===== src/include/dsec_pkg.sv =====
// Purpose: shared constants and types for the debug state and breakpoint control block
// Assumes: single core clock, synchronous active-high reset srst_i
// Notes: plain register port; registers are word indices at byte offsets of four
// Notes on behaviour
// RULE1: running flag while executing normally, halted flag while in debug mode.
// RULE2: neither running nor halted means the core is unavailable.
// RULE3: unavailable from reset until some cycles after release and fetch permit.
// RULE4: exactly one of reset-seen, running and halted is high every cycle.
// RULE5: unavailable may last forever while reset holds or permit stays low.
// RULE6: request before or with fetch permit goes straight unavailable to halted.
// RULE7: request after fetch permit may briefly show running before halted.
// RULE8: request while running reaches halted within a few cycles.
// RULE9: breakpoint outside debug with enable 0 traps to vector, updates return pc, cause.
// RULE10: no trap value register; instruction encoding is not saved.
// RULE11: breakpoint outside debug with enable 1 enters debug at halt address.
// RULE12: break-to-debug enable resets to 0, writable only in debug mode.
// RULE13: breakpoint inside debug restarts at halt address, no register changes.
// RULE14: request held one clock; instruction decoded at first request cycle not executed.
// RULE15: reset-seen high during reset, clears after release and permit sampled.
// RULE16: debug module gives word-aligned halt and exception addresses.
// RULE17: in debug, exception or mret goes to exception address, status unchanged.
// RULE18: status outputs come from registered state, never glitching.
package dsec_pkg;
  localparam int unsigned dsec_aw = 4;
  localparam logic [dsec_aw-1:0] dsec_reg_dcsr = 4'h0;
  localparam logic [dsec_aw-1:0] dsec_reg_dpc = 4'h1;
  localparam logic [dsec_aw-1:0] dsec_reg_mepc = 4'h2;
  localparam logic [dsec_aw-1:0] dsec_reg_mcause = 4'h3;
  localparam logic [dsec_aw-1:0] dsec_reg_tvec = 4'h4;
  localparam logic [dsec_aw-1:0] dsec_reg_status = 4'h5;
  localparam logic [dsec_aw-1:0] dsec_reg_irq_stat = 4'h6;
  localparam logic [dsec_aw-1:0] dsec_reg_irq_mask = 4'h7;
  localparam int unsigned dsec_ebreakm_bit = 15;
  localparam int unsigned dsec_cause_lsb = 6;
  localparam logic [2:0] dsec_cause_ebreak = 3'h1;
  localparam logic [2:0] dsec_cause_haltreq = 3'h3;
  localparam logic [31:0] dsec_mcause_bkpt = 32'h0000_0003;
  localparam logic [31:0] dsec_tvec_rst = 32'h0000_0000;
  localparam logic [31:0] dsec_dcsr_rst = 32'h4000_0003;
  localparam logic [1:0] dsec_align_mask = 2'h0;
  localparam logic [2:0] dsec_release_cycles = 3'h2;
  localparam int unsigned dsec_n_events = 4;
  localparam int unsigned dsec_ev_trap = 0;
  localparam int unsigned dsec_ev_dbg_enter = 1;
  localparam int unsigned dsec_ev_dbg_restart = 2;
  localparam int unsigned dsec_ev_dbg_exc = 3;

  typedef enum logic [1:0] {
    dsec_st_unavail,
    dsec_st_running,
    dsec_st_halted
  } dsec_state_t;

  typedef struct packed {
    logic valid;
    logic ebreak;
    logic exception;
    logic mret;
    logic [31:0] pc;
  } dsec_instr_t;

  typedef struct packed {
    logic valid;
    logic [31:0] addr;
  } dsec_redirect_t;

  typedef struct packed {
    logic havereset;
    logic running;
    logic halted;
  } dsec_status_t;
endpackage


===== src/hw/dsec_top.sv =====
// Purpose: debug status reporting and breakpoint handling for a 32-bit core
// Assumes: decode stage presents one instruction per cycle with valid
// Notes: registers are word indices; register port reads answer one cycle later
`timescale 1ns/1ns
`default_nettype none
module dsec_top (
  input wire logic clock_i,
  input wire logic srst_i,
  input wire logic active_low_reset,
  input wire logic fetch_permit_in,
  input wire logic debug_request_in,
  input wire logic [31:0] halt_entry_address_in,
  input wire logic [31:0] debug_exception_address_in,
  input wire dsec_pkg::dsec_instr_t instr_i,
  input wire logic [dsec_pkg::dsec_aw-1:0] reg_addr_i,
  input wire logic [31:0] reg_wdata_i,
  input wire logic reg_we_i,
  input wire logic reg_re_i,
  output logic [31:0] reg_rdata_o,
  output logic reg_err_o,
  output dsec_pkg::dsec_status_t status_o,
  output logic reset_seen_flag_out,
  output logic running_flag_out,
  output logic halted_flag_out,
  output dsec_pkg::dsec_redirect_t redirect_o,
  output logic instr_kill_o,
  output logic fetch_enable_o,
  output logic debug_mode_o,
  output logic irq_o
);
  // ==========================================
  // state
  dsec_pkg::dsec_state_t state;
  dsec_pkg::dsec_state_t next_state;
  logic in_reset;
  logic permit_seen;
  logic [2:0] release_cnt;
  logic release_done;
  logic req_pending;
  logic [31:0] dcsr;
  logic [31:0] dpc;
  logic [31:0] mepc;
  logic [31:0] mcause;
  logic [31:0] tvec;
  logic ebreakm;
  logic do_trap;
  logic do_dbg_enter_bkpt;
  logic do_dbg_restart;
  logic do_dbg_exc;
  logic do_dbg_req;
  logic csr_we_ok;
  logic [dsec_pkg::dsec_n_events-1:0] events;
  logic [dsec_pkg::dsec_n_events-1:0] ev_status;
  logic [dsec_pkg::dsec_n_events-1:0] ev_mask;
  logic ev_clear;

  assign in_reset = srst_i | ~active_low_reset;
  assign ebreakm = dcsr[dsec_pkg::dsec_ebreakm_bit];
  assign release_done = permit_seen && (release_cnt == dsec_pkg::dsec_release_cycles);

  // ==========================================
  // release from unavailable
  always_ff @(posedge clock_i) begin
    if (in_reset) begin
      permit_seen <= 1'b0;
    end else if (fetch_permit_in) begin
      permit_seen <= 1'b1; // [RULE3] [RULE15]
    end
  end

  always_ff @(posedge clock_i) begin
    if (in_reset || !permit_seen) begin
      release_cnt <= '0; // [RULE5]
    end else if (!release_done) begin
      release_cnt <= release_cnt + 3'h1;
    end
  end

  // request seen during the unavailable window is held for the release
  always_ff @(posedge clock_i) begin
    if (in_reset) begin
      req_pending <= 1'b0;
    end else if (state != dsec_pkg::dsec_st_unavail) begin
      req_pending <= 1'b0;
    end else if (debug_request_in) begin
      req_pending <= 1'b1; // [RULE6]
    end
  end

  // ==========================================
  // breakpoint and request decisions
  always_comb begin
    do_trap = 1'b0;
    do_dbg_enter_bkpt = 1'b0;
    do_dbg_restart = 1'b0;
    do_dbg_exc = 1'b0;
    do_dbg_req = 1'b0;
    if (state == dsec_pkg::dsec_st_running) begin
      if (debug_request_in) begin
        do_dbg_req = 1'b1; // [RULE8] [RULE14]
      end else if (instr_i.valid && instr_i.ebreak) begin
        do_trap = !ebreakm; // [RULE9]
        do_dbg_enter_bkpt = ebreakm; // [RULE11]
      end
    end else if (state == dsec_pkg::dsec_st_halted && instr_i.valid) begin
      if (instr_i.ebreak) begin
        do_dbg_restart = 1'b1; // [RULE13]
      end else if (instr_i.exception || instr_i.mret) begin
        do_dbg_exc = 1'b1; // [RULE17]
      end
    end
  end

  // the instruction in decode when the request arrives is killed
  assign instr_kill_o = do_dbg_req; // [RULE14]

  always_comb begin
    next_state = state;
    unique case (state)
      dsec_pkg::dsec_st_unavail: begin
        if (release_done) begin
          next_state = (req_pending || debug_request_in) ? dsec_pkg::dsec_st_halted
                                                         : dsec_pkg::dsec_st_running; // [RULE6] [RULE7]
        end
      end
      dsec_pkg::dsec_st_running: begin
        if (do_dbg_req || do_dbg_enter_bkpt) begin
          next_state = dsec_pkg::dsec_st_halted; // [RULE8] [RULE11]
        end
      end
      dsec_pkg::dsec_st_halted: begin
        next_state = dsec_pkg::dsec_st_halted;
      end
    endcase
  end

  always_ff @(posedge clock_i) begin
    if (in_reset) begin
      state <= dsec_pkg::dsec_st_unavail; // [RULE3]
    end else begin
      state <= next_state;
    end
  end

  // ==========================================
  // status flags, registered
  always_ff @(posedge clock_i) begin
    if (in_reset) begin
      reset_seen_flag_out <= 1'b1; // [RULE15]
      running_flag_out <= 1'b0;
      halted_flag_out <= 1'b0;
    end else begin
      reset_seen_flag_out <= (next_state == dsec_pkg::dsec_st_unavail); // [RULE4] [RULE18]
      running_flag_out <= (next_state == dsec_pkg::dsec_st_running); // [RULE1] [RULE2]
      halted_flag_out <= (next_state == dsec_pkg::dsec_st_halted); // [RULE1]
    end
  end

  always_comb begin
    status_o.havereset = reset_seen_flag_out;
    status_o.running = running_flag_out;
    status_o.halted = halted_flag_out;
  end
  assign debug_mode_o = halted_flag_out;
  assign fetch_enable_o = !reset_seen_flag_out;

  // ==========================================
  // fetch redirect
  always_ff @(posedge clock_i) begin
    if (in_reset) begin
      redirect_o <= '0;
    end else begin
      redirect_o.valid <= do_trap | do_dbg_req | do_dbg_enter_bkpt | do_dbg_restart | do_dbg_exc
                          | (state == dsec_pkg::dsec_st_unavail && next_state == dsec_pkg::dsec_st_halted);
      if (do_trap) begin
        redirect_o.addr <= {tvec[31:2], dsec_pkg::dsec_align_mask}; // [RULE9]
      end else if (do_dbg_exc) begin
        redirect_o.addr <= {debug_exception_address_in[31:2], dsec_pkg::dsec_align_mask}; // [RULE16] [RULE17]
      end else begin
        redirect_o.addr <= {halt_entry_address_in[31:2], dsec_pkg::dsec_align_mask}; // [RULE11] [RULE13] [RULE16]
      end
    end
  end

  // ==========================================
  // control and status registers
  assign csr_we_ok = reg_we_i && halted_flag_out; // [RULE12]

  always_ff @(posedge clock_i) begin
    if (in_reset) begin
      dcsr <= dsec_pkg::dsec_dcsr_rst; // [RULE12]
      dpc <= '0;
    end else if (do_dbg_req || do_dbg_enter_bkpt) begin
      dpc <= instr_i.pc; // [RULE11] [RULE14]
      dcsr[dsec_pkg::dsec_cause_lsb +: 3] <= do_dbg_req ? dsec_pkg::dsec_cause_haltreq
                                                        : dsec_pkg::dsec_cause_ebreak;
    end else if (csr_we_ok && reg_addr_i == dsec_pkg::dsec_reg_dcsr) begin
      dcsr <= reg_wdata_i; // [RULE12]
    end else if (csr_we_ok && reg_addr_i == dsec_pkg::dsec_reg_dpc) begin
      dpc <= reg_wdata_i;
    end
  end

  // machine trap registers; no trap value register exists [RULE10]
  always_ff @(posedge clock_i) begin
    if (in_reset) begin
      mepc <= '0;
      mcause <= '0;
      tvec <= dsec_pkg::dsec_tvec_rst;
    end else if (do_trap) begin
      mepc <= instr_i.pc; // [RULE9]
      mcause <= dsec_pkg::dsec_mcause_bkpt;
    end else if (reg_we_i && !do_dbg_restart && !do_dbg_exc) begin
      if (reg_addr_i == dsec_pkg::dsec_reg_mepc) mepc <= reg_wdata_i;
      if (reg_addr_i == dsec_pkg::dsec_reg_mcause) mcause <= reg_wdata_i;
      if (reg_addr_i == dsec_pkg::dsec_reg_tvec) tvec <= reg_wdata_i;
    end
  end

  // ==========================================
  // events and interrupt
  always_comb begin
    events = '0;
    events[dsec_pkg::dsec_ev_trap] = do_trap;
    events[dsec_pkg::dsec_ev_dbg_enter] = do_dbg_req | do_dbg_enter_bkpt;
    events[dsec_pkg::dsec_ev_dbg_restart] = do_dbg_restart;
    events[dsec_pkg::dsec_ev_dbg_exc] = do_dbg_exc;
  end
  assign ev_clear = reg_re_i && reg_addr_i == dsec_pkg::dsec_reg_irq_stat;

  dsec_event_regs #(
    .N(dsec_pkg::dsec_n_events)
  ) u_events (
    .clock_i(clock_i),
    .srst_i(in_reset),
    .event_i(events),
    .clear_i(ev_clear),
    .mask_we_i(reg_we_i && reg_addr_i == dsec_pkg::dsec_reg_irq_mask),
    .mask_wdata_i(reg_wdata_i[dsec_pkg::dsec_n_events-1:0]),
    .status_o(ev_status),
    .mask_o(ev_mask),
    .irq_o(irq_o)
  );

  // ==========================================
  // read port, data one cycle after the strobe
  always_ff @(posedge clock_i) begin
    if (in_reset) begin
      reg_rdata_o <= '0;
      reg_err_o <= 1'b0;
    end else begin
      reg_rdata_o <= '0;
      reg_err_o <= 1'b0;
      if (reg_re_i) begin
        unique case (reg_addr_i)
          dsec_pkg::dsec_reg_dcsr: begin
            if (halted_flag_out) reg_rdata_o <= dcsr;
            else reg_err_o <= 1'b1; // [RULE12]
          end
          dsec_pkg::dsec_reg_dpc: begin
            if (halted_flag_out) reg_rdata_o <= dpc;
            else reg_err_o <= 1'b1;
          end
          dsec_pkg::dsec_reg_mepc: reg_rdata_o <= mepc;
          dsec_pkg::dsec_reg_mcause: reg_rdata_o <= mcause;
          dsec_pkg::dsec_reg_tvec: reg_rdata_o <= tvec;
          dsec_pkg::dsec_reg_status: reg_rdata_o <= {29'h0, halted_flag_out, running_flag_out, reset_seen_flag_out};
          dsec_pkg::dsec_reg_irq_stat: reg_rdata_o <= {28'h0, ev_status};
          dsec_pkg::dsec_reg_irq_mask: reg_rdata_o <= {28'h0, ev_mask};
          default: reg_err_o <= 1'b1;
        endcase
      end
    end
  end
endmodule
`default_nettype wire


===== src/hw/dsec_event_regs.sv =====
// Purpose: sticky event status with mask and one level interrupt
// Assumes: read of status clears it; set wins over clear
// Notes: leaf of dsec_top
`timescale 1ns/1ns
`default_nettype none
module dsec_event_regs #(
  parameter int unsigned N = 4
) (
  input wire logic clock_i,
  input wire logic srst_i,
  input wire logic [N-1:0] event_i,
  input wire logic clear_i,
  input wire logic mask_we_i,
  input wire logic [N-1:0] mask_wdata_i,
  output logic [N-1:0] status_o,
  output logic [N-1:0] mask_o,
  output logic irq_o
);
  // ==========================================
  // sticky bits
  always_ff @(posedge clock_i) begin
    if (srst_i) begin
      status_o <= '0;
    end else if (clear_i) begin
      status_o <= event_i;
    end else begin
      status_o <= status_o | event_i;
    end
  end

  // ==========================================
  // mask
  always_ff @(posedge clock_i) begin
    if (srst_i) begin
      mask_o <= '0;
    end else if (mask_we_i) begin
      mask_o <= mask_wdata_i;
    end
  end

  assign irq_o = |(status_o & mask_o);
endmodule
`default_nettype wire


===== config.mk =====
export PLATFORM = sky130hd
export DESIGN_NAME = dsec_top
export DESIGN_NICKNAME = d
export VERILOG_FILES = /design/src/include/dsec_pkg.sv /design/src/hw/dsec_top.sv /design/src/hw/dsec_event_regs.sv
export SDC_FILE = /design/constraint.sdc
export NUM_CORES = 1
export LEC_CHECK = 0
export BUFFER_PORTS_ARGS = -buffer_cell sky130_fd_sc_hd__buf_2
export CAP_MARGIN = 30
export CORE_MARGIN = 5
export CORE_UTILIZATION = 45
export CTS_CLUSTER_DIAMETER = 80
export DETAILED_ROUTE_END_ITERATION = 10
export PLACE_DENSITY = 0.72
export SLEW_MARGIN = 20
export SYNTH_ARGS = -nofsm -noshare
export SYNTH_HDL_FRONTEND = slang
export SYNTH_SLANG_ARGS = --single-unit

===== constraint.sdc =====
create_clock -name clock_i -period 2.17 [get_ports clock_i]
set_input_delay 0.1085 -clock clock_i [delete_from_list [all_inputs] [get_ports clock_i]]
set_output_delay 0.1085 -clock clock_i [all_outputs]
set_load 0.02 [all_outputs]

==> reports/results.tsv, run 1 <==
stage	metric	value	unit
timing	Rel. slew slack	0.574	
floorplan	Die H	162	um
setup_path	CP bufs+invs	3	
timing	Final Critical Period	2100	ps
drt	# DRC	0	
setup_path	Worst path slowest cell	dfxtp_1	
synthesis	largest family of logic cells by synthesized area	compound AO/OA/AOI/OAI gates	
placed_design	PortBufs	212	
timing	Tcrit/Tclk final	0.968	
grt	GR Layer Usage met3	0.0472	
run_status	status	finished clean	
grt	pin count of the biggest net entering global routing	89	
synthesis	cell taking the most area after synthesis	dfxtp_1	
synthesis	synth top area cells	dfxtp_1, nand2_1, mux2i_1	
floorplan	Starting Density	0.459	
synthesis	#FFs+latches synth	242	
synthesis	asr flop ratio synth	0	
timing	Slew Viols, Final	0	
clock_network	CTS Buf Count	27	
placed_design	Detail Placement HPWL	20.7	mm
timing	Worst Max-Slew Pin Slew	630	ps
setup_path	WS Path Type	reg2reg	
drt	via count	10500	
drt	DR pass1 iterations	9	
setup_path	CP endpoint	redirect_o[10]	
floorplan	FP Rows	55	
synthesis	syn_area_per_cell	8.58	um2
synthesis	post-synthesis simple-gate area fraction	0.161	
setup_path	crit path from	state[1]	
grt	GRT overflow	0	
drt	wire length per cell	19.4	um
grt	GRT busiest layer	met2	
finish	Area Growth Syn to Fin	35.4	%
placed_design	Placed Cells incl. Taps	1638	
setup_path	crit end category	flip-flop	
setup_path	critical path, cell by cell	inv_1 -> ha_1 -> nand3b_4 -> nor3_4 -> buf_4 -> buf_12 -> mux2i_1 -> a21oi_1	
synthesis	Yosys Warn Count	0	
synthesis	Top FF cell, synth	dfxtp_1	
finish	share of layout cells above drive strength 1	0.213	
synthesis	Synth Area in Compound Gates	0.214	
drt	number of vias per cell	5.76	
synthesis	EDFF count, synth	0	
floorplan	die area	26300	um2
drt	WL final	35.2	mm
clock_network	CTS root buf	clkbuf_16	
run	max-cap violation count	0	
synthesis	share of the yosys chip area belonging to registers	0.465	
clock_network	CTS tree	yes	
setup_path	CP max stage delay	360	ps
drt	Initial DRC Count	1047	
placed_design	Final Wtd Congestion	0.854	
finish	final net count	1660	
power_and_ir_drop	Leak	5.49	nW
grt	All-Layer GR Usage	0.255	
grt	initial antenna violation count	1	
setup_path	critical path depth	8	
drt	Routed Antenna Nets	0	
floorplan	I/O pin count	219	
clock_network	Max clock buf depth	3	
clock_network	CTS sink cnt	242	
setup_path	worst endpoint required time	2590	ps
synthesis	adder-cell share of the synthesized area	0.00600	
clock_network	CTS HTree Levels	1	
grt	vias in the first global route	10300	
synthesis	Yosys cell types	63	
clock_network	clock latency at the later pin of the worst-skew pair	550	ps
timing	# setup viols final	0	
synthesis	post-synthesis cell area	10400	um2
setup_path	worst-path fanout max	15	
setup_path	Worst Path Arrival	2520	ps
setup_path	Reg2Reg Launch Point	state[1]	
clock_network	Clock transition at path regs	60	ps
synthesis	xor and xnor area share after synthesis	0.000841	
synthesis	share of the synthesized area in the top cell type	0.465	
timing	Final Hold Viols	0	
finish	Filler Cells Inserted	1875	
synthesis	mux contribution to synthesized area	0.0993	
power_and_ir_drop	Pwr per Cell Area	725	nW/um2
setup_path	Reg2Reg Setup Slack	70	ps
power_and_ir_drop	Power, Total	10.2	mW
finish	fin cells	1819	
setup_path	Critical R2R Capture	redirect_o[10]	
power_and_ir_drop	Worst VDD drop	0.506	mV
setup_path	CP Launch Type	flip-flop	
timing	Max Fclk	476	MHz
grt	first-pass GRT wire length	55.0	mm
floorplan	die width	162	um
setup_path	Reg2Reg Depth	8	
setup_path	cell family with most CP delay	buffers and inverters	
worst_hold_path	Tightest Hold Check Type	in2reg	
timing	clock skew	10.5	ps
floorplan	Core ar.	22700	um2
synthesis	Syn Inst Count	1215	
grt	grt met1 use	0.330	
grt	global routing usage on met2	0.437	
## stage by stage
step	setup TNS [ps]	setup slack (ps)	utilization	hold WS, ps	cell area (um2)
final	0	69.6	0.621	54.8	14100
after global routing	-47.2	-32.7	0.621	86.3	14100
after CTS	0	161	0.619	23.8	14100
after detailed placement	-773	-68.5	0.520	343	11800
after global placement	0	85.9	0.520	328	11800
after floorplan	0	352	-	224	10400
## layout make-up
cell class | count | area, um2 | area share
diodes | 1 | 2.50 | 0.000177
repair buffers | 383 | 2800 | 0.198
multi-input cells | 849 | 5090 | 0.361
well taps | 285 | 357 | 0.0253
clock inverters | 15 | 200 | 0.0142
flip-flops and latches | 242 | 4850 | 0.343
inverters | 9 | 33.8 | 0.00239
clock buffers | 35 | 786 | 0.0557
## Yosys cell counts, types with 5 or more instances
cell type  count
dfxtp_1      242
buf_2         29
inv_1          9
a22oi_1        5
o21ai_0       60
nor2_1        51
a22o_1        29
mux2i_1      100
nand2_1      297
buf_4          9
a31oi_1       67
o21ai_1        6
buf_1         10
a222oi_1      28
a21oi_1       97
ha_1           5
o31ai_1       32
clkbuf_1      65
## flip-flops by register name (all words and copies together) (netlist names)
name,count
redirect_o,31
release_cnt,3
u_events.mask_o,4
tvec,32
u_events.status_o,4
dcsr,32
state,2
debug_mode_o,1
reg_rdata_o,32
running_flag_out,1
req_pending,1
reset_seen_flag_out,1
mcause,32
mepc,32
dpc,32
permit_seen,1
reg_err_o,1
## power by group
part | leakage (nW) | switching, mW | internal, mW | total, mW
Clock | 0.492 | 1.92 | 3.04 | 4.96
Sequential | 1.96 | 0.0144 | 4.48 | 4.49
Combinational | 3.04 | 0.414 | 0.365 | 0.779
## metal layers
metal,vias to the layer above,part of all wire
met3,58,0.088
met5,-,0
met4,0,0.025
met1,4978,0.40
met2,521,0.48
li1,4917,-
## placed cells by master (no fill, tap or decap), types with 4 or more instances in the layout
master | Yosys | final
dlygate4sd3_1 | 0 | 127
a22o_1 | 29 | 29
inv_1 | 9 | 9
dfxtp_1 | 242 | 241
o21ai_1 | 6 | 6
bufinv_16 | 0 | 4
a21oi_1 | 97 | 97
a22oi_1 | 5 | 5
nor3_1 | 4 | 4
o21ai_0 | 60 | 60
o31ai_1 | 32 | 32
clkinv_2 | 0 | 7
buf_12 | 0 | 9
clkbuf_16 | 0 | 28
nand3_1 | 4 | 4
nor2_1 | 51 | 51
a222oi_1 | 28 | 28
ha_1 | 5 | 5
buf_2 | 29 | 212
buf_4 | 9 | 33
mux2i_1 | 100 | 100
clkbuf_8 | 0 | 8
nand2_1 | 297 | 294
a31oi_1 | 67 | 67
## worst register-to-register path: cells and delay by family, from the launching register on
family,cells,cell delay (ps)
adders and majority gates,1,300
and+or+nand+nor,2,470
muxes,1,290
DFF,1,360
AOI/OAI and AO/OA,1,120
buffers and inverters,3,450
## worst min-delay path by stage
| stage | startpoint | to | slack (ps) | depth (start not counted) |
|---|---|---|---|---|
| 6_report | instr_i[34] | u_events.status_o[2] | 50 | 5 |
| 5_1_grt | srst_i | dcsr[0] | 90 | 4 |
| 4_1_cts | instr_i[34] | u_events.status_o[2] | 20 | 5 |
| 3_5_place_dp | fetch_permit_in | permit_seen | 340 | 3 |
| 3_3_place_gp | fetch_permit_in | permit_seen | 330 | 3 |
| 2_1_floorplan | fetch_permit_in | permit_seen | 220 | 2 |
## logic make-up (layout without fill, tap and decap cells)
| logic type | count (synthesis) | after routing |
|---|---|---|
| buffers and inverters | 125 | 442 |
| xor gates and xnor gates | 1 | 1 |
| muxes | 103 | 103 |
| and+or+nand+nor | 393 | 393 |
| adders and majority gates | 5 | 5 |
| AOI/OAI and AO/OA | 345 | 345 |
| other | 1 | 3 |
| DFF | 242 | 242 |
## what timing repair did
action                     CTS  global route
gates cloned                 0             1
pin swaps                    0             1
setup endpoints to repair   32             7
setup buffers                0             2
hold endpoints to repair   196             0
hold buffers               127             0
gates resized for setup      1             1
Power figures use the tool's default switching activity.
==> inputs of run 2 (changes only) <==
Settings changed: HOLD_SLACK_MARGIN set to 0.15, PLACE_DENSITY 0.72 to unset, PLACE_DENSITY_LB_ADDON set to 0.1.
==> run 2 against run 1 <==
Compared with the run above: critical endpoint is now mepc[18]; maximum frequency increased by 3.9%; clock power decreased by 9.3%; clock skew decreased by 1.6 ps; die area unchanged.
==> reports/results.tsv, run 2 (synthesized netlist as in run 1, its figures left out) <==
stage	metric	value	unit
finish	Filler Cells Inserted	1949	
drt	met3 wire len	2.62	mm
power_and_ir_drop	Pwr per Cell Area	695	nW/um2
clock_network	CTS Buf Count	26	
floorplan	FP Rows	55	
timing	setup tns final	0	ps
floorplan	Starting Density	0.459	
timing	Slew Viols, Final	0	
grt	vias in the first global route	10000	
clock_network	CTS tree	yes	
setup_path	WS Path Type	reg2reg	
timing	clock skew	8.85	ps
run	max-cap violation count	0	
clock_network	CTS HTree Levels	1	
grt	All-Layer GR Usage	0.257	
grt	first-pass GRT wire length	55.0	mm
finish	share of layout cells above drive strength 1	0.205	
setup_path	CP Launch Type	flip-flop	
drt	via count	10200	
run_status	status	finished clean	
finish	Storage cell area	4850	um2
floorplan	die area	26300	um2
drt	wire length per cell	19.2	um
drt	uppermost routed layer	met4	
timing	Tcrit/Tclk final	0.932	
drt	WL final	34.9	mm
grt	pin count of the biggest net entering global routing	102	
finish	fin util	0.620	
clock_network	CTS root buf	clkbuf_16	
finish	Area Growth Syn to Fin	35.2	%
setup_path	worst endpoint required time	2620	ps
finish	final net count	1666	
placed_design	Detail Placement HPWL	21.0	mm
finish	highest-count cells in the layout ignoring fill and taps	nand2_1, dfxtp_1, buf_2	
finish	n_diodes	0	
floorplan	Die H	162	um
drt	Initial DRC Count	878	
timing	Max Fclk	495	MHz
drt	met2 WL post-DR	16.3	mm
clock_network	CTS sink cnt	242	
timing	Final Critical Period	2020	ps
drt	# DRC	0	
finish	most common cell after layout, fill and taps aside	nand2_1	
drt	Routed Antenna Nets	0	
setup_path	worst-path fanout max	18	
finish	area of the multi-input gates	5090	um2
drt	number of vias per cell	5.61	
timing	Final Hold Viols	0	
clock_network	Clock transition at path regs	60	ps
grt	GRT overflow	0	
floorplan	Core ar.	22700	um2
setup_path	Worst Path Arrival	2470	ps
setup_path	crit end category	flip-flop	
placed_design	Final Wtd Congestion	0.818	
floorplan	I/O pin count	219	
timing	Rel. slew slack	0.571	
power_and_ir_drop	Leak	5.46	nW
grt	initial antenna violation count	0	
drt	DR pass1 iterations	7	
floorplan	die width	162	um
timing	unrepaired setup endpoints after global routing	false	
clock_network	clock latency at the later pin of the worst-skew pair	530	ps
placed_design	PortBufs	212	
timing	# setup viols final	0	
drt	met1 wire length	15.2	mm
worst_hold_path	Tightest Hold Check Type	in2reg	
timing	Worst Max-Slew Pin Slew	633	ps
clock_network	Max clock buf depth	3	
power_and_ir_drop	Worst VDD drop	0.631	mV
==> run 2: final timing paths <==
kind                                   to              from  cells after the start  slack (ps)
worst max-delay path             mepc[18]          state[1]                      7         150
worst min-delay path             dcsr[30]  active_low_reset                      4         140
worst max register to register   mepc[18]          state[1]                      7         150
worst min register to register  mcause[6]         mcause[6]                      2         460
==> run 2: what timing repair did <==
item                       4_1_cts  5_1_grt
hold buffers                   132        0
hold endpoints to repair       203        0
resized for setup                0        3
setup endpoints to repair        0       15
setup buffers                    0        0
==> run 2: final cells by class <==
| cell class | instances | area share |
|---|---|---|
| clock inverters | 8 | 0.00675 |
| flip-flops and latches | 242 | 0.344 |
| repair buffers | 390 | 0.206 |
| well taps | 285 | 0.0253 |
| clock buffers | 38 | 0.0545 |
| inverters | 9 | 0.00240 |
| multi-input cells | 849 | 0.361 |
==> run 2: routing by layer <==
layer | vias to the layer above | track usage
li1 | 4923 | -
met1 | 4811 | 0.347
met2 | 416 | 0.434
met3 | 61 | 0.0383
met4 | 0 | 0.0623
met5 | - | 0
==> run 2: worst max-delay path, stage by stage (launching register included) <==
cell and delay, ps:
dfxtp_1 350, inv_1 80, ha_1 290, nand3b_4 240, o211a_1 280, or2_2 290
buf_4 230, a31oi_1 170
==> run 2: metrics by stage <==
step                      power [mW]  instance area, um2  hold WS [ps]  instances  worst slack, ps
final                           9.79               14100           141       1821              148
after global routing            10.1               14100           215       1821             28.8
after global placement          5.18               11900           324       1643              158
after CTS                       9.83               14100           177       1821             79.8
after floorplan                 4.86               10400           224       1216              352
after detailed placement        5.19               11900           339       1643             90.1
==> run 2: power breakdown <==
part | internal [mW] | total (mW) | switching, mW
clock | 2.67 | 4.50 | 1.83
combinational | 0.377 | 0.796 | 0.418
sequential | 4.48 | 4.49 | 0.0137
